File: config.mk
export PLATFORM = sky130hd
export DESIGN_NAME = fcp_receiver_flat
export DESIGN_NICKNAME = d
export VERILOG_FILES = /design/src/hdl/fcp_pkg.sv /design/src/hdl/fcp_link_if.sv /design/src/hdl/fcp_fifo.sv /design/src/hdl/fcp_receiver.sv /design/src/flat_wrapper.sv
export SDC_FILE = /design/constraint.sdc
export NUM_CORES = 1
export LEC_CHECK = 0
export ABC_CLOCK_PERIOD_IN_PS = 7300
export BUFFER_PORTS_ARGS = -buffer_cell sky130_fd_sc_hd__buf_2
export CAP_MARGIN = 20
export CORE_MARGIN = 3
export CORE_UTILIZATION = 59
export CTS_CLUSTER_DIAMETER = 30
export DETAILED_ROUTE_END_ITERATION = 12
export PLACE_DENSITY = 0.84
export SLEW_MARGIN = 40
export SYNTH_ARGS = -nofsm -noshare
export SYNTH_HDL_FRONTEND = slang
export SYNTH_SLANG_ARGS = --single-unit
File: constraint.sdc
create_clock -name mclk -period 7.3 [get_ports mclk]
set_input_delay 0.365 -clock mclk [delete_from_list [all_inputs] [get_ports mclk]]
set_output_delay 0.365 -clock mclk [all_outputs]
set_load 0.005 [all_outputs]
File: src/hdl/fcp_pkg.sv
// Shared constants and types for the fast control input port, both ends.
// Assumes a 200 MHz system clock on each end and a sampled link clock.
package fcp_pkg;

  // ****************************************
  // Port geometry
  // ****************************************
  localparam int DATA_W = 16;

  // ****************************************
  // Reference pattern
  // ****************************************
  localparam logic [15:0] SEED_I = 16'h306c;
  localparam logic [15:0] SEED_Q = 16'hffff;
  localparam int SHIFT_A = 7;
  localparam int SHIFT_B = 9;
  localparam int SHIFT_C = 8;

  // ****************************************
  // Timing
  // ****************************************
  localparam int CLK_MHZ = 200;
  // Valid window length in milliseconds: low and high sides of the range, and the nominal length used.
  localparam int WIN_MIN_MS = 2300;
  localparam int WIN_MAX_MS = 3500;
  localparam int WIN_NOM_MS = 2800;
  localparam int WIN_CYC = WIN_NOM_MS * 1000 * CLK_MHZ;
  localparam int CAL_EDGES = 200;
  // Segment mode spacing between valid transitions, in nanoseconds.
  localparam int SEG_SPACE_NS = 4;
  localparam int SEG_SPACE_CYC =
    (SEG_SPACE_NS * CLK_MHZ + 999) / 1000 < 1 ? 1 :
    (SEG_SPACE_NS * CLK_MHZ + 999) / 1000;
  localparam logic [7:0] DIV_HALF = 8'h02;

  // ****************************************
  // Modes
  // ****************************************
  typedef enum logic [1:0] {
    MODE_OFF,
    MODE_IQ,
    MODE_SEG
  } port_mode_t;

  typedef enum logic [1:0] {
    RATE_SLOW,
    RATE_FAST
  } rate_t;

  // One step of the xorshift reference generator.
  function automatic logic [15:0] pat_step(input logic [15:0] w);
    logic [15:0] t;
    t = w ^ 16'(w << SHIFT_A);
    t = t ^ (t >> SHIFT_B);
    t = t ^ 16'(t << SHIFT_C);
    return t;
  endfunction

endpackage

File: src/hdl/fcp_link_if.sv
// Wires of the eighteen-line port between sender and receiver.
// Assumes both ends sit on the same system clock in the bench.
`timescale 1ns/1ps
`default_nettype none
interface fcp_link_if;
  logic link_clk; // Link clock line.
  logic link_valid; // Valid qualifier line.
  logic [15:0] link_data; // Data lines.

  // The sender drives every line.
  modport sender (
    output link_clk,
    output link_valid,
    output link_data
  );

  // The receiver only samples.
  modport receiver (
    input link_clk,
    input link_valid,
    input link_data
  );
endinterface
`default_nettype wire

File: src/hdl/fcp_fifo.sv
// Small synchronous FIFO with valid and ready on both sides.
// Assumes one clock domain; width and depth set by parameters.
`timescale 1ns/1ps
`default_nettype none
module fcp_fifo #(
  parameter int WIDTH = 16,
  parameter int DEPTH = 16
) (
  input wire logic mclk,
  input wire logic sys_rst,
  input wire logic in_valid,
  output logic in_ready,
  input wire logic [WIDTH-1:0] in_data,
  output logic out_valid,
  input wire logic out_ready,
  output logic [WIDTH-1:0] out_data
);
  localparam int AW = $clog2(DEPTH);

  // ****************************************
  // Storage and pointers
  // ****************************************
  logic [WIDTH-1:0] mem [DEPTH]; // Word storage.
  logic [AW:0] wr_r; // Write pointer with wrap bit.
  logic [AW:0] rd_r; // Read pointer with wrap bit.
  logic do_wr;
  logic do_rd;

  // Full when pointers differ only in the wrap bit.
  assign in_ready = !((wr_r[AW] != rd_r[AW]) &&
                      (wr_r[AW-1:0] == rd_r[AW-1:0]));
  assign out_valid = (wr_r != rd_r);
  assign out_data = mem[rd_r[AW-1:0]];
  assign do_wr = in_valid && in_ready;
  assign do_rd = out_valid && out_ready;

  // Pointers move on accepted transfers only.
  always_ff @(posedge mclk or posedge sys_rst) begin
    if (sys_rst) begin
      wr_r <= '0;
      rd_r <= '0;
    end else begin
      if (do_wr) begin
        wr_r <= wr_r + 1'b1;
      end
      if (do_rd) begin
        rd_r <= rd_r + 1'b1;
      end
    end
  end

  // Storage has no reset; only written words are ever read.
  always_ff @(posedge mclk) begin
    if (do_wr) begin
      mem[wr_r[AW-1:0]] <= in_data;
    end
  end
endmodule
`default_nettype wire

File: src/hdl/fcp_receiver.sv
// Receiver end of the fast control input port: calibration and segment IDs.
// Assumes link lines arrive asynchronously and are sampled on mclk.
//
// Rules of the port, from the document
// - Sender keeps valid low during setup.
// - Sender clock 250 or 500 MHz; the sender here divides mclk down to 50 MHz.
// - Pattern seeds 306C and FFFF.
// - Xorshift step: left 7, right 9, left 8.
// - Slow rate: I, Q alternate per edge.
// - Valid rise aligns with an I word.
// - Fast rate: each pair sent twice.
// - Data ignored while valid low.
// - Valid windows last 2.3 to 3.5 s.
// - Calibration ends after 200 valid windows.
// - Start command with argument zero begins it.
// - Recalibrate on rate change or use fast.
// - IQ mode and rate set before start.
// - Tune a delay per data line.
// - IQ mode captures on rising link clock.
// - Segment mode only when others off.
// - Segment mode takes 16-bit ID.
// - Latch ID on valid rise, forward it.
// - Sender holds valid low during segment setup.
// - ID changes together with valid edge.
// - Sampled at 250 Mb/s, 4 ns spacing; here sampled on the 200 MHz mclk, segment valid edges 3 cycles apart.
`timescale 1ns/1ps
`default_nettype none
module fcp_receiver
  import fcp_pkg::*;
#(
  parameter int EDGES = CAL_EDGES,
  parameter int TAPS = 4
) (
  input wire logic mclk,
  input wire logic sys_rst,
  fcp_link_if.receiver link,
  input wire logic iq_stream_mode_command,
  input wire logic segment_mode_command,
  input wire fcp_pkg::rate_t playback_rate_command,
  input wire logic calibration_start_command,
  input wire logic [7:0] calibration_argument,
  output logic [15:0] segment_id,
  output logic segment_id_strobe,
  output logic [15:0] iq_word,
  output logic iq_word_valid,
  output logic calibration_busy,
  output logic calibration_done,
  output logic segment_mode_active,
  output logic iq_mode_active,
  output logic [15:0][1:0] line_delay
);

  localparam int TW = $clog2(TAPS);

  // ****************************************
  // State record
  // ****************************************
  typedef enum {
    ST_IDLE,
    ST_RUN,
    ST_DONE
  } cal_st_t;

  typedef struct packed {
    logic [2:0] clk_s; // Clock synchroniser plus history.
    logic [2:0] val_s; // Valid synchroniser plus history.
    logic [15:0] d1; // Data first stage.
    logic [15:0] d2; // Data second stage.
    port_mode_t mode;
    cal_st_t st;
    logic [15:0] pi; // Local in-phase generator.
    logic [15:0] pq; // Local quadrature generator.
    logic phase_q; // Next word expected is quadrature.
    logic rep; // Second copy of the pair at fast rate.
    logic [7:0] edges; // Valid windows seen.
    logic [15:0][TW-1:0] tap; // Tap under test per line.
    logic [15:0] err; // Mismatch seen in the window.
    logic [15:0][TW-1:0] best; // Chosen delay per line.
    logic [15:0] found; // Line has a clean tap.
    logic armed; // A valid rise has been seen since the start command.
    logic [15:0] seg;
    logic seg_stb;
    logic [15:0] iq;
    logic iq_v;
  } rx_t;

  rx_t s_r;
  rx_t s_nxt;
  logic clk_rise;
  logic val_rise;
  logic val_fall;
  logic val_now;
  logic [15:0] exp_w;
  logic [15:0] g_i; // In-phase generator as used this cycle.
  logic [15:0] g_q; // Quadrature generator as used this cycle.
  logic g_ph; // Word phase as used this cycle.
  logic g_rep; // Repeat flag as used this cycle.
  logic [15:0] g_err; // Window error bits as used this cycle.
  logic fifo_ready;
  logic fifo_ovalid;
  logic [15:0] fifo_odata;

  // Only stages one onward are looked at by edge logic.
  assign clk_rise = s_r.clk_s[1] && !s_r.clk_s[2];
  assign val_rise = s_r.val_s[1] && !s_r.val_s[2];
  assign val_fall = !s_r.val_s[1] && s_r.val_s[2];
  assign val_now = s_r.val_s[1];
  // A valid rise restarts the generator before the word under it is
  // compared, since that word is already the first in-phase word.
  assign g_i = val_rise ? SEED_I : s_r.pi;
  assign g_q = val_rise ? SEED_Q : s_r.pq;
  assign g_ph = val_rise ? 1'b0 : s_r.phase_q;
  assign g_rep = val_rise ? 1'b0 : s_r.rep;
  assign g_err = val_rise ? 16'h0000 : s_r.err;
  assign exp_w = g_ph ? g_q : g_i;

  // ****************************************
  // Next-state logic
  // ****************************************
  always_comb begin
    s_nxt = s_r;
    s_nxt.clk_s = {s_r.clk_s[1:0], link.link_clk};
    s_nxt.val_s = {s_r.val_s[1:0], link.link_valid};
    s_nxt.d1 = link.link_data;
    s_nxt.d2 = s_r.d1;
    s_nxt.seg_stb = 1'b0;
    s_nxt.iq_v = 1'b0;

    // Only one mode may be entered, and only from the idle mode.
    case (s_r.mode)
      MODE_OFF: begin
        if (iq_stream_mode_command && !segment_mode_command) begin
          s_nxt.mode = MODE_IQ;
        end else if (segment_mode_command && !iq_stream_mode_command) begin
          s_nxt.mode = MODE_SEG;
        end
      end
      MODE_IQ: begin
        if (!iq_stream_mode_command && s_r.st != ST_RUN) begin
          s_nxt.mode = MODE_OFF;
        end
      end
      MODE_SEG: begin
        if (!segment_mode_command) begin
          s_nxt.mode = MODE_OFF;
        end
      end
      default: begin
        s_nxt.mode = MODE_OFF;
      end
    endcase

    // Segment IDs are latched once per valid rise.
    if (s_r.mode == MODE_SEG && val_rise) begin
      s_nxt.seg = s_r.d2;
      s_nxt.seg_stb = 1'b1;
    end

    // IQ capture on each sampled rise of the link clock while valid is high.
    if (s_r.mode == MODE_IQ && clk_rise && val_now) begin
      s_nxt.iq = s_r.d2;
      s_nxt.iq_v = fifo_ready;
    end

    // Calibration sequence.
    case (s_r.st)
      ST_IDLE: begin
        if (calibration_start_command && calibration_argument == 8'h00 &&
            s_r.mode == MODE_IQ) begin
          s_nxt.st = ST_RUN;
          s_nxt.edges = '0;
          s_nxt.tap = '0;
          s_nxt.err = '0;
          s_nxt.found = '0;
          s_nxt.armed = 1'b0;
          // A line that never comes clean is left at the longest delay.
          s_nxt.best = '1;
        end
      end
      ST_RUN: begin
        // Keep the generator in step with the sender.
        s_nxt.pi = g_i;
        s_nxt.pq = g_q;
        s_nxt.phase_q = g_ph;
        s_nxt.rep = g_rep;
        s_nxt.err = g_err;
        if (val_rise) begin
          s_nxt.armed = 1'b1;
        end
        if (val_now && clk_rise) begin
          // Compare each line; mismatches only count while valid.
          s_nxt.err = g_err | (s_r.d2 ^ exp_w);
          s_nxt.phase_q = !g_ph;
          if (g_ph) begin
            if (playback_rate_command == RATE_FAST && !g_rep) begin
              s_nxt.rep = 1'b1;
            end else begin
              s_nxt.rep = 1'b0;
              s_nxt.pi = pat_step(g_i);
              s_nxt.pq = pat_step(g_q);
            end
          end
        end
        // A window cut by the start command is never scored.
        if (val_fall && s_r.armed) begin
          // Score the window, then advance every line's tap.
          for (int b = 0; b < 16; b++) begin
            if (!s_r.err[b] && !s_r.found[b]) begin
              s_nxt.best[b] = s_r.tap[b];
              s_nxt.found[b] = 1'b1;
            end
            s_nxt.tap[b] = s_r.tap[b] + 1'b1;
          end
          s_nxt.edges = s_r.edges + 8'h01;
          if (32'(s_r.edges) + 1 >= EDGES) begin
            s_nxt.st = ST_DONE;
          end
        end
      end
      ST_DONE: begin
        if (!calibration_start_command) begin
          s_nxt.st = ST_IDLE;
        end
      end
      default: begin
        s_nxt.st = ST_IDLE;
      end
    endcase
  end

  // ****************************************
  // State register
  // ****************************************
  always_ff @(posedge mclk or posedge sys_rst) begin
    if (sys_rst) begin
      s_r <= '0;
      s_r.mode <= MODE_OFF;
      s_r.st <= ST_IDLE;
      s_r.pi <= SEED_I;
      s_r.pq <= SEED_Q;
    end else begin
      s_r <= s_nxt;
    end
  end

  // Captured IQ words queue here; the read side is always ready, and a full FIFO drops new words.
  fcp_fifo #(.WIDTH(16), .DEPTH(16)) u_fifo (
    .mclk(mclk),
    .sys_rst(sys_rst),
    .in_valid(s_r.iq_v),
    .in_ready(fifo_ready),
    .in_data(s_r.iq),
    .out_valid(fifo_ovalid),
    .out_ready(1'b1),
    .out_data(fifo_odata)
  );

  assign segment_id = s_r.seg;
  assign segment_id_strobe = s_r.seg_stb;
  assign iq_word = fifo_odata;
  assign iq_word_valid = fifo_ovalid;
  assign calibration_busy = (s_r.st == ST_RUN);
  assign calibration_done = (s_r.st == ST_DONE);
  assign segment_mode_active = (s_r.mode == MODE_SEG);
  assign iq_mode_active = (s_r.mode == MODE_IQ);

  // Delay codes are cast to two bits each.
  for (genvar g = 0; g < 16; g++) begin : g_dly
    assign line_delay[g] = 2'(s_r.best[g]);
  end
endmodule
`default_nettype wire

File: src/flat_wrapper.sv
// flat-port wrapper written by rule: the top's interface ports become plain ports
module fcp_receiver_flat import fcp_pkg::*;
#(
  parameter int EDGES = CAL_EDGES,
  parameter int TAPS = 4
)
  (mclk, sys_rst, iq_stream_mode_command, segment_mode_command, playback_rate_command, calibration_start_command, calibration_argument, segment_id, segment_id_strobe, iq_word, iq_word_valid, calibration_busy, calibration_done, segment_mode_active, iq_mode_active, line_delay, link_link_clk, link_link_valid, link_link_data);
  fcp_link_if link_i ();
  input wire logic mclk;
  input wire logic sys_rst;
  input wire logic iq_stream_mode_command;
  input wire logic segment_mode_command;
  input wire fcp_pkg::rate_t playback_rate_command;
  input wire logic calibration_start_command;
  input wire logic [7:0] calibration_argument;
  output logic [15:0] segment_id;
  output logic segment_id_strobe;
  output logic [15:0] iq_word;
  output logic iq_word_valid;
  output logic calibration_busy;
  output logic calibration_done;
  output logic segment_mode_active;
  output logic iq_mode_active;
  output logic [15:0][1:0] line_delay;
  input wire logic [$bits(link_i.link_clk)-1:0] link_link_clk;
  input wire logic [$bits(link_i.link_valid)-1:0] link_link_valid;
  input wire logic [$bits(link_i.link_data)-1:0] link_link_data;
  assign link_i.link_clk = link_link_clk;
  assign link_i.link_valid = link_link_valid;
  assign link_i.link_data = link_link_data;
  fcp_receiver #(.EDGES(EDGES), .TAPS(TAPS)) u_core (.mclk(mclk), .sys_rst(sys_rst), .link(link_i), .iq_stream_mode_command(iq_stream_mode_command), .segment_mode_command(segment_mode_command), .playback_rate_command(playback_rate_command), .calibration_start_command(calibration_start_command), .calibration_argument(calibration_argument), .segment_id(segment_id), .segment_id_strobe(segment_id_strobe), .iq_word(iq_word), .iq_word_valid(iq_word_valid), .calibration_busy(calibration_busy), .calibration_done(calibration_done), .segment_mode_active(segment_mode_active), .iq_mode_active(iq_mode_active), .line_delay(line_delay));
endmodule
==> results of run 1 <==
[state kept, by name (all words and copies together), names as in the netlist]
signal and count:
u_core.u_fifo.wr_r 5, u_core.u_fifo.mem 256, u_core.segment_id 16, u_core.segment_id_strobe 1, u_core.s_r 146, u_core.u_fifo.rd_r 5, u_core.line_delay 32, u_core.s_nxt 20
[stage by stage]
stage | util | area, um2 | std cells | total power [W]
floorplan | - | 20040 | 1382 | 0.005132
global placement | 0.6209 | 20510 | 1811 | 0.005527
detailed placement | 0.6215 | 20530 | 1812 | 0.005627
CTS | 0.7146 | 23600 | 1984 | 0.009716
global route | 0.7158 | 23650 | 1985 | 0.01006
finish | 0.7158 | 23650 | 1985 | 0.009720
[layout by cell type (no fill, tap or decap), types with 5 or more instances in the layout]
cell type      count
a211oi_1          16
a21oi_1           84
a22o_1            17
a31oi_1            5
and3_2            13
buf_2            102
buf_4             14
bufinv_16         10
clkbuf_1           6
clkbuf_16         83
clkinv_1           6
clkinv_2          11
clkinv_4           9
dfrtp_1          198
dfstp_2           22
dlygate4sd3_1     19
edfxtp_1         256
ha_1               8
inv_1              6
inv_6             15
mux2_2            33
mux2i_1           36
mux4_2            64
nand2_1           72
nand3_1           10
nand3b_1           7
nand4_1            5
nor2_1           111
nor2b_1           21
nor3_1            13
nor4_1             7
o21ai_0           92
o32a_1            12
or2_2              7
xnor2_1           46
xor2_1            22
[report_power, final]
group          switching (W)  leakage (nW)  internal (W)
Clock                0.00147          1.41       0.00252
Combinational       0.000937          2.71      0.000903
Sequential          0.000511          5.03       0.00339
Total                0.00291          9.15       0.00681
[path summary, 6_finish.rpt]
path,to,depth (start not counted),start
min reg2reg,u_core.s_nxt[241],0,u_core.s_nxt[240]
min,u_core.s_r[206],3,segment_mode_command
max,iq_word[10],6,u_core.u_fifo.rd_r[0]
min in group asynchronous,u_core.u_fifo.rd_r[4],3,sys_rst
max in group asynchronous,u_core.s_r[173],4,sys_rst
max reg2reg,u_core.u_fifo.mem[4][9],7,u_core.u_fifo.rd_r[0]
[worst register-to-register path, cell delays in order, from the launching register on]
cell and delay, ns:
dfrtp_4 0.69, buf_4 0.58, xor2_1 0.22, nor4_1 0.51, a21boi_0 0.17, buf_4 0.23
and3_1 0.36, buf_6 0.24
[final cells by class]
class,count,area (um2),area share
tap,442,553.0,0.02339
inverter,8,42.54,0.001799
timing repair buffer,138,848.3,0.03588
multi-input combinational,763,5963,0.2522
clock buffer,91,2127,0.08996
clock inverter,62,757.0,0.03201
sequential,481,13350,0.5648
[cell families after synthesis]
family	share of synthesized area
AND/OR/NAND/NOR	0.07037
XOR/XNOR	0.03540
adder cells (fa/ha/maj)	0.004995
buffers and inverters	0.03784
flip-flops	0.6660
AO/OA/AOI/OAI	0.07699
multiplexers	0.1085
[routing by layer]
layer	GRT usage	vias up	wire length, um
met5	0	-	0
met4	0.1135	0	2116
met3	0.05496	149	3607
met2	0.4696	673	24920
met1	0.3694	6450	18930
li1	-	5266	-
==> impl_metrics.yaml, run 1 <==
timing:
  finalSetupViolations: 0
  fin_hold_ws_ns: 0.02706
  grt_setup_unrepaired: "false"
  finalCriticalPeriod_ns: 3.686
  final_max_slew_viol_count: 0
  max_freq_ghz: 0.2713
  slew_headroom: 0.4303
  final_hold_viol_count: 0
  worst_pin_slew_ns: 0.8536
  fin_ws_ns: 3.614
  period_share: 0.5049
  skew_ns: 0.03344
  final.setup.tns_ns: 0
floorplanning:
  die_w_um: 190.3
  dieArea_um2: 36210
  rows: 66
  start_util: 0.6067
  coreArea_um2: 33030
  pin_count: 103
  die_y_um: 190.3
routing:
  firstDrtPassIters: 6
  wl_per_cell_um: 24.97
  viasPerCell: 6.316
  route.vias.total: 12540
  drc_errors: 0
  finalWirelength_um: 49570
  drtIter0Drc: 1321
  final_antenna_net_count: 0
critical_path:
  cp_cell_sequence: "buf_4 > mux4_2 > nor2b_1 > a211oi_1 > a21oi_1 > buf_2"
  worst_setup_path_end_kind: "output port"
  critPathLaunchType: "register"
  critPathMaxFanout: 28
  cpPeakStageDelay_ns: 0.69
  arrival_ns: 3.32
  path_class: "reg2out"
  slowest_stage: "dfrtp_4"
  cp_num_buf_inv: 2
  rrSetupSlack_ns: 4.05
  required_ns: 6.93
  cp_top_family: "buffers and inverters"
status:
  status: "finished clean"
pwr:
  p_leak_nw: 9.147
  power_density_nw_per_um2: 411.1
  vdd_drop_max_v: 0.0002229
hold_path:
  hold_path.class: "in2reg"
yosys:
  ys_warn_count: 0
  ys_types: 63
  netlist.area_leader.share: 0.3836
  synth_area_um2: 20040
  avgSynthCellArea_um2: 14.50
  yosysTopAreaCell: "edfxtp_1"
  synth_sequential_area_ratio: 0.6660
  dominantRegCellSynth: "edfxtp_1"
  ys_top_cells_by_count: "edfxtp_1 (256), dfrtp_1 (203), nor2_1 (111), o21ai_0 (93), a21oi_1 (84)"
  ys_seq_elements: 481
  syn_nets: 1423
  synthArstFlopShare: 0.4678
  synthCells: 1382
  synthMostInstantiatedCell: "edfxtp_1"
  synth_edf_count: 256
  synth_area_leaders: "edfxtp_1 (38%), dfrtp_1 (25%), mux4_2 (7.2%), dfstp_2 (2.9%), o21ai_0 (2.3%)"
clocking:
  cts_inserted_buffers: 82
  cts.htree.levels: 3
  cts_resized: 0
  clk_pin_slew_ns: 0.05
  tritoncts: "done"
  cts_setup_buffers: 0
  hold_buffers: 19
  worstSkewPairLatency_ns: 0.60
  cts-root-buf: "clkbuf_16"
  cts.path.max_buffers: 3
  cts.sinks: 481
global_route:
  grt_overflow: 0
  track_usage: 0.2816
  grt_max_degree: 122
  grt_pass1_wl_um: 77800
  grt_pass1_vias: 13030
  antenna_found_initial: 0
flow_run:
  max_cap_violations: 0
placement:
  place_hpwl_um: 25580
  place_ws_ns: 3.704
  port_buffers: 102
  gp_congestion: 0.8218
layout:
  area_growth_pct: 17.99
  drive_above_1_share: 0.2715
  nNetsFinal: 1515
  diodes: 0
  nFillCells: 1974
Note: power is estimated with default switching activity, not from simulation.
==> run 2: changes to the inputs <==
--- a/config.mk
+++ b/config.mk
@@ -5,7 +5,8 @@
 export SDC_FILE = /design/constraint.sdc
 export NUM_CORES = 1
 export LEC_CHECK = 0
-export ABC_CLOCK_PERIOD_IN_PS = 7300
+export ABC_AREA = 1
+export ABC_CLOCK_PERIOD_IN_PS = 3710
 export BUFFER_PORTS_ARGS = -buffer_cell sky130_fd_sc_hd__buf_2
 export CAP_MARGIN = 20
 export CORE_MARGIN = 3
==> constraint.sdc (replaced) <==
create_clock -name mclk -period 3.71 [get_ports mclk]
set_input_delay 0.1855 -clock mclk [delete_from_list [all_inputs] [get_ports mclk]]
set_output_delay 0.1855 -clock mclk [all_outputs]
set_load 0.005 [all_outputs]
==> run 2 against run 1 <==
Compared with the run above: first-iteration DRC count increased by 48%; critical endpoint is now iq_word[8]; flip-flop and latch count unchanged; utilization decreased by 0.72 points; largest power group is now sequential cells.
==> impl_metrics.yaml, run 2 <==
status:
  status: "finished clean"
layout:
  drive_above_1_share: 0.1586
  final_cell_count_no_fill: 2674
  diodes: 0
  nNetsFinal: 2189
  area_growth_pct: 18.15
  most-common-layout-cells: "nand2_1 (461), o21ai_0 (260), edfxtp_1 (256), nor2_1 (224), dfrtp_1 (201)"
  largest_reg_flops: 256
  mostFrequentLayoutCell: "nand2_1"
clocking:
  cts_inserted_buffers: 84
  tritoncts: "done"
  cts.path.max_buffers: 3
  worstSkewPairLatency_ns: 0.61
  clk_pin_slew_ns: 0.05
  cts.sinks: 481
  cts.htree.levels: 3
  cts-root-buf: "clkbuf_16"
critical_path:
  critPathLaunchType: "register"
  arrival_ns: 3.11
  slowest_stage: "dfrtp_4"
  critPathMaxFanout: 62
  cp_num_buf_inv: 3
  cp_top_family: "buffers and inverters"
  cp_cell_sequence: "inv_2 > buf_4 > o21ai_0 > o22ai_1 > o211ai_1 > nand3_1 > buf_2"
  cpPeakStageDelay_ns: 0.83
  worst_setup_path_end_kind: "output port"
  required_ns: 3.52
  path_class: "reg2out"
  rrSetupSlack_ns: 1.02
yosys:
  synth_area_um2: 20770
  synth_area_leaders: "edfxtp_1 (37%), dfrtp_1 (24%), nand2_1 (8.4%), o21ai_0 (6.3%), nor2_1 (4.0%)"
  yosysTopAreaCell: "edfxtp_1"
  ys_types: 36
  synthMostInstantiatedCell: "nand2_1"
  ys_seq_elements: 481
  dominantRegCellSynth: "edfxtp_1"
  synth_sequential_area_ratio: 0.6426
  synthArstFlopShare: 0.4678
  synthCells: 2049
  ys_warn_count: 0
  syn_nets: 2090
  netlist.area_leader.share: 0.3702
  ys_top_cells_by_count: "nand2_1 (462), o21ai_0 (260), edfxtp_1 (256), nor2_1 (224), dfrtp_1 (203)"
  synth_edf_count: 256
  avgSynthCellArea_um2: 10.14
routing:
  firstDrtPassIters: 5
  wl_per_cell_um: 20.61
  final_antenna_net_count: 0
  route.vias.total: 16320
  viasPerCell: 6.102
  drtIter0Drc: 1956
  finalWirelength_um: 55110
  drc_errors: 0
timing:
  grt_setup_unrepaired: "false"
  finalSetupViolations: 0
  finalCriticalPeriod_ns: 3.293
  final_max_slew_viol_count: 0
  final_hold_viol_count: 0
  period_share: 0.8877
  max_freq_ghz: 0.3036
  slew_headroom: 0.4891
  final.setup.tns_ns: 0
  skew_ns: 0.04119
  worst_pin_slew_ns: 0.7655
pwr:
  power_density_nw_per_um2: 882.5
  vdd_drop_max_v: 0.0006856
  p_leak_nw: 10.29
global_route:
  grt.busiest_layer: "met2"
  grt.met1_usage: 0.3662
  grt_pass1_wl_um: 88510
  track_usage: 0.2939
  grt_overflow: 0
  grt_util_met3: 0.05439
  use_met2: 0.4991
  grt_max_degree: 104
  antenna_found_initial: 0
  grt_pass1_vias: 16480
floorplanning:
  die_y_um: 193.6
  dieArea_um2: 37490
  pin_count: 103
  die_w_um: 193.6
  start_util: 0.5997
  rows: 68
  coreArea_um2: 34630
flow_run:
  max_cap_violations: 0
placement:
  place_hpwl_um: 31410
  dp.cells: 2494
  gp_congestion: 0.9286
  port_buffers: 102
hold_path:
  hold_path.class: "in2reg"
## run 2: changes by cell type in the layout (fill, tap and decap cells not counted), moves of 29 or more
cell and delta:
o22ai_1 +49, mux4_2 -64, xnor2_1 -43, mux2_2 -33, a21oi_1 -69, o21ai_1 +40
o21ai_0 +168, o211ai_1 +29, mux2i_1 -36, nand2_1 +389, inv_1 +94, nand3_1 +111
nor2_1 +113
## run 2: final timing paths
| kind | startpoint | endpoint | cells after the start |
|---|---|---|---|
| worst min register to register | u_core.s_nxt[208] | u_core.s_r[208] | 0 |
| worst min-delay path | calibration_argument[1] | u_core.s_r[34] | 5 |
| max in group asynchronous | sys_rst | u_core.s_r[160] | 4 |
| min in group asynchronous | sys_rst | u_core.line_delay[5] | 3 |
| worst max-delay path | u_core.u_fifo.rd_r[0] | iq_word[8] | 7 |
| worst max register to register | u_core.u_fifo.rd_r[0] | u_core.u_fifo.mem[1][11] | 6 |
## run 2: tightest hold or removal path, cell delays in order
cell	delay (ns)
buf_2	0.08
nor2_1	0.04
nand2_1	0.10
nor3_2	0.06
a21oi_1	0.13
## run 2: cells by family after synthesis
family	share of synthesized area
fa+ha+maj	0.004820
xor+xnor	0.005483
simple gates	0.1685
flops	0.6426
buf+inv	0.06007
compound gates	0.1186
## run 2: power breakdown
group	internal [W]	switching, W	leakage [nW]
clock	0.00504	0.00284	1.42
combinational	0.00192	0.00356	3.88
sequential	0.00702	0.00128	5.00
## run 2: through the flow
step / power (W) / cell area, um2 / hold slack [ns] / setup slack, ns / util
4_1_cts: 0.02157 / 24530 / 0.007970 / 0.5085 / 0.7085
5_1_grt: 0.02273 / 24540 / 0.04986 / 0.2687 / 0.7086
3_5_place_dp: 0.01344 / 21370 / 0.2082 / 1.019 / 0.6171
3_3_place_gp: 0.01311 / 21360 / 0.2067 / 1.148 / 0.6170
6_report: 0.02165 / 24540 / 0.03560 / 0.4166 / 0.7086
2_1_floorplan: 0.01182 / 20770 / 0.2169 / 0.6044 / -
## run 2: routing by layer
metal,vias up,routed length (um)
met4,0,2708
li1,7203,-
met1,7841,19610
met3,220,5082
met2,1052,27710
met5,-,0
## run 2: cell type report
| type | instances | area [um2] |
|---|---|---|
| Timing Repair Buffer | 155 | 994.7 |
| Clock inverter | 63 | 745.7 |
| Sequential cell | 481 | 13350 |
| Fill cell | 2120 | 10090 |
| Clock buffer | 94 | 2191 |
| Inverter | 116 | 439.2 |
| Tap cell | 455 | 569.3 |
| Multi-Input combinational cell | 1310 | 6247 |
## run 2: timing repair
item                      4_1_cts  5_1_grt
hold endpoints to repair       35        0
setup buffers                   0        0
resized for setup               0        0
hold buffers                   23        0
==> run 3: changes to the inputs <==
--- a/config.mk
+++ b/config.mk
@@ -5,7 +5,6 @@
 export SDC_FILE = /design/constraint.sdc
 export NUM_CORES = 1
 export LEC_CHECK = 0
-export ABC_AREA = 1
 export ABC_CLOCK_PERIOD_IN_PS = 3710
 export BUFFER_PORTS_ARGS = -buffer_cell sky130_fd_sc_hd__buf_2
 export CAP_MARGIN = 20
==> run 3 against run 2 <==
Compared with the run above: routed wire length shrank 9.9%; critical path type unchanged; critical endpoint is now iq_word[0]; setup slack better by 0.079 ns; final area fell by 2.9%; utilization increased by 1.2 points; power shrank 11%; flip-flop and latch count is the same; maximum frequency grew 2.4%; hold slack improved by 0.017 ns; non-clock buffer count is 6 lower; die area decreased by 3.4%; via count is 22% lower.
==> impl_metrics.yaml, run 3 (synthesis gave the netlist of run 1 again) <==
timing:
  slew_headroom: 0.4095
  final.setup.tns_ns: 0
  finalSetupViolations: 0
  grt_setup_unrepaired: "false"
  final_hold_viol_count: 0
  max_freq_ghz: 0.3111
  finalCriticalPeriod_ns: 3.215
  worst_pin_slew_ns: 0.8858
  final_max_slew_viol_count: 0
  skew_ns: 0.02638
  period_share: 0.8665
pwr:
  p_comb_frac: 0.191
  p_leak_nw: 9.205
  p_sw_w: 0.005560
  vdd_drop_max_v: 0.0004830
  seqPwrFrac: 0.397
  power_density_nw_per_um2: 806.0
  p_sw_frac: 0.2896
  p_int_w: 0.01364
  p_clk_frac: 0.413
clocking:
  cts_setup_buffers: 0
  cts.path.max_buffers: 3
  cts.sinks: 481
  cts-root-buf: "clkbuf_16"
  cts_resized: 0
  tritoncts: "done"
  clk_pin_slew_ns: 0.05
  worstSkewPairLatency_ns: 0.60
  cts.htree.levels: 3
  cts_inserted_buffers: 85
placement:
  place_area_um2: 20590
  gp_congestion: 0.8180
  place_hpwl_um: 25480
  dp.cells: 1816
  port_buffers: 102
routing:
  final_antenna_net_count: 0
  firstDrtPassIters: 5
  drc_errors: 0
  wl_per_cell_um: 24.79
  route.vias.total: 12650
  viasPerCell: 6.317
  drtIter0Drc: 1321
  finalWirelength_um: 49660
hold_path:
  min_from: "playback_rate_command[0]"
  hold_path.class: "in2reg"
critical_path:
  worst_setup_path_end_kind: "output port"
  r2r_start: "u_core.u_fifo.rd_r[0]"
  required_ns: 3.52
  critPathMaxFanout: 51
  critPathLaunch: "u_core.u_fifo.rd_r[2]"
  critPathLaunchType: "register"
  arrival_ns: 3.03
  path_class: "reg2out"
layout:
  area_growth_pct: 18.86
  largest_reg_flops: 256
  nFillCells: 1903
  most-common-layout-cells: "edfxtp_1 (256), dfrtp_1 (199), nor2_1 (111), buf_2 (102), o21ai_0 (92)"
  diodes: 0
  fin_util: 0.7211
  nNetsFinal: 1529
  fin_area_um2: 23820
  drive_above_1_share: 0.2703
  mostFrequentLayoutCell: "edfxtp_1"
  final_cell_count_no_fill: 2003
floorplanning:
  die_y_um: 190.3
  coreArea_um2: 33030
  rows: 66
  start_util: 0.6067
  die_w_um: 190.3
  pin_count: 103
  dieArea_um2: 36210
global_route:
  track_usage: 0.2774
  grt_pass1_vias: 13280
  grt_overflow: 0
  grt_max_degree: 140
  antenna_found_initial: 0
  grt_pass1_wl_um: 76710
flow_run:
  max_cap_violations: 0
status:
  status: "finished clean"
run 3: cell types whose count changed in the layout (fill, tap and decap cells not counted), moves of 43 or more:
cell / delta
nand2_1: -389
a21oi_1: +69
o21ai_0: -168
inv_1: -94
mux4_2: +64
o22ai_1: -49
xnor2_1: +43
nand3_1: -111
nor2_1: -113
run 3: layout make-up:
class	count	area, um2	share of cell area
repair buffers	149	977.2	0.04103
clock inverters	56	684.4	0.02874
flip-flops and latches	481	13350	0.5606
well taps	442	553.0	0.02322
clock buffers	104	2250	0.09445
inverters	8	33.78	0.001418
multi-input cells	763	5967	0.2505
run 3: repair_timing:
item,CTS,global route
hold buffers,26,0
setup endpoints to repair,0,0
hold endpoints to repair,176,0
run 3: layer usage:
metal | vias to the layer above | wire length (um) | global-route usage
li1 | 5325 | - | -
met3 | 145 | 3417 | 0.04945
met4 | 0 | 1944 | 0.1222
met5 | - | 0 | 0
met1 | 6441 | 18810 | 0.3596
met2 | 741 | 25500 | 0.4660
run 3: worst max-delay path, cell delays in order (launching register included):
cell      delay (ns)
dfrtp_2         0.38
buf_4           0.68
mux4_2          0.43
nor2b_1         0.15
a211oi_1        0.49
a21oi_1         0.09
buf_2           0.16
run 3: stage by stage:
stage / setup slack (ns) / power, W / hold WS [ns]
after floorplan: 0.6044 / 0.01010 / 0.2169
after global routing: 0.4024 / 0.01989 / 0.06706
after CTS: 0.4648 / 0.01921 / 0.02396
final: 0.4952 / 0.01920 / 0.05258
after global placement: 1.227 / 0.01091 / 0.2930
after detailed placement: 1.147 / 0.01110 / 0.2948
run 3: path summary, 6_finish.rpt:
kind | slack, ns | cells past startpoint | endpoint
max in group asynchronous | 2.36 | 5 | u_core.s_r[173]
setup reg to reg | 1.04 | 7 | u_core.u_fifo.mem[3][1]
setup / recovery | 0.50 | 6 | iq_word[0]
hold reg to reg | 0.34 | 0 | u_core.s_r[214]
hold / removal | 0.05 | 4 | u_core.s_r[139]
min in group asynchronous | 0.19 | 4 | u_core.line_delay[27]
run 3: power groups by stage:
stage / Clock [W] / Combinational (W) / Sequential, W
2_1_floorplan: 0 / 0.00285 / 0.00725
3_3_place_gp: 0 / 0.00337 / 0.00754
3_5_place_dp: 0 / 0.00349 / 0.00762
4_1_cts: 0.00797 / 0.00368 / 0.00757
5_1_grt: 0.00823 / 0.00396 / 0.00770
6_report: 0.00793 / 0.00366 / 0.00761
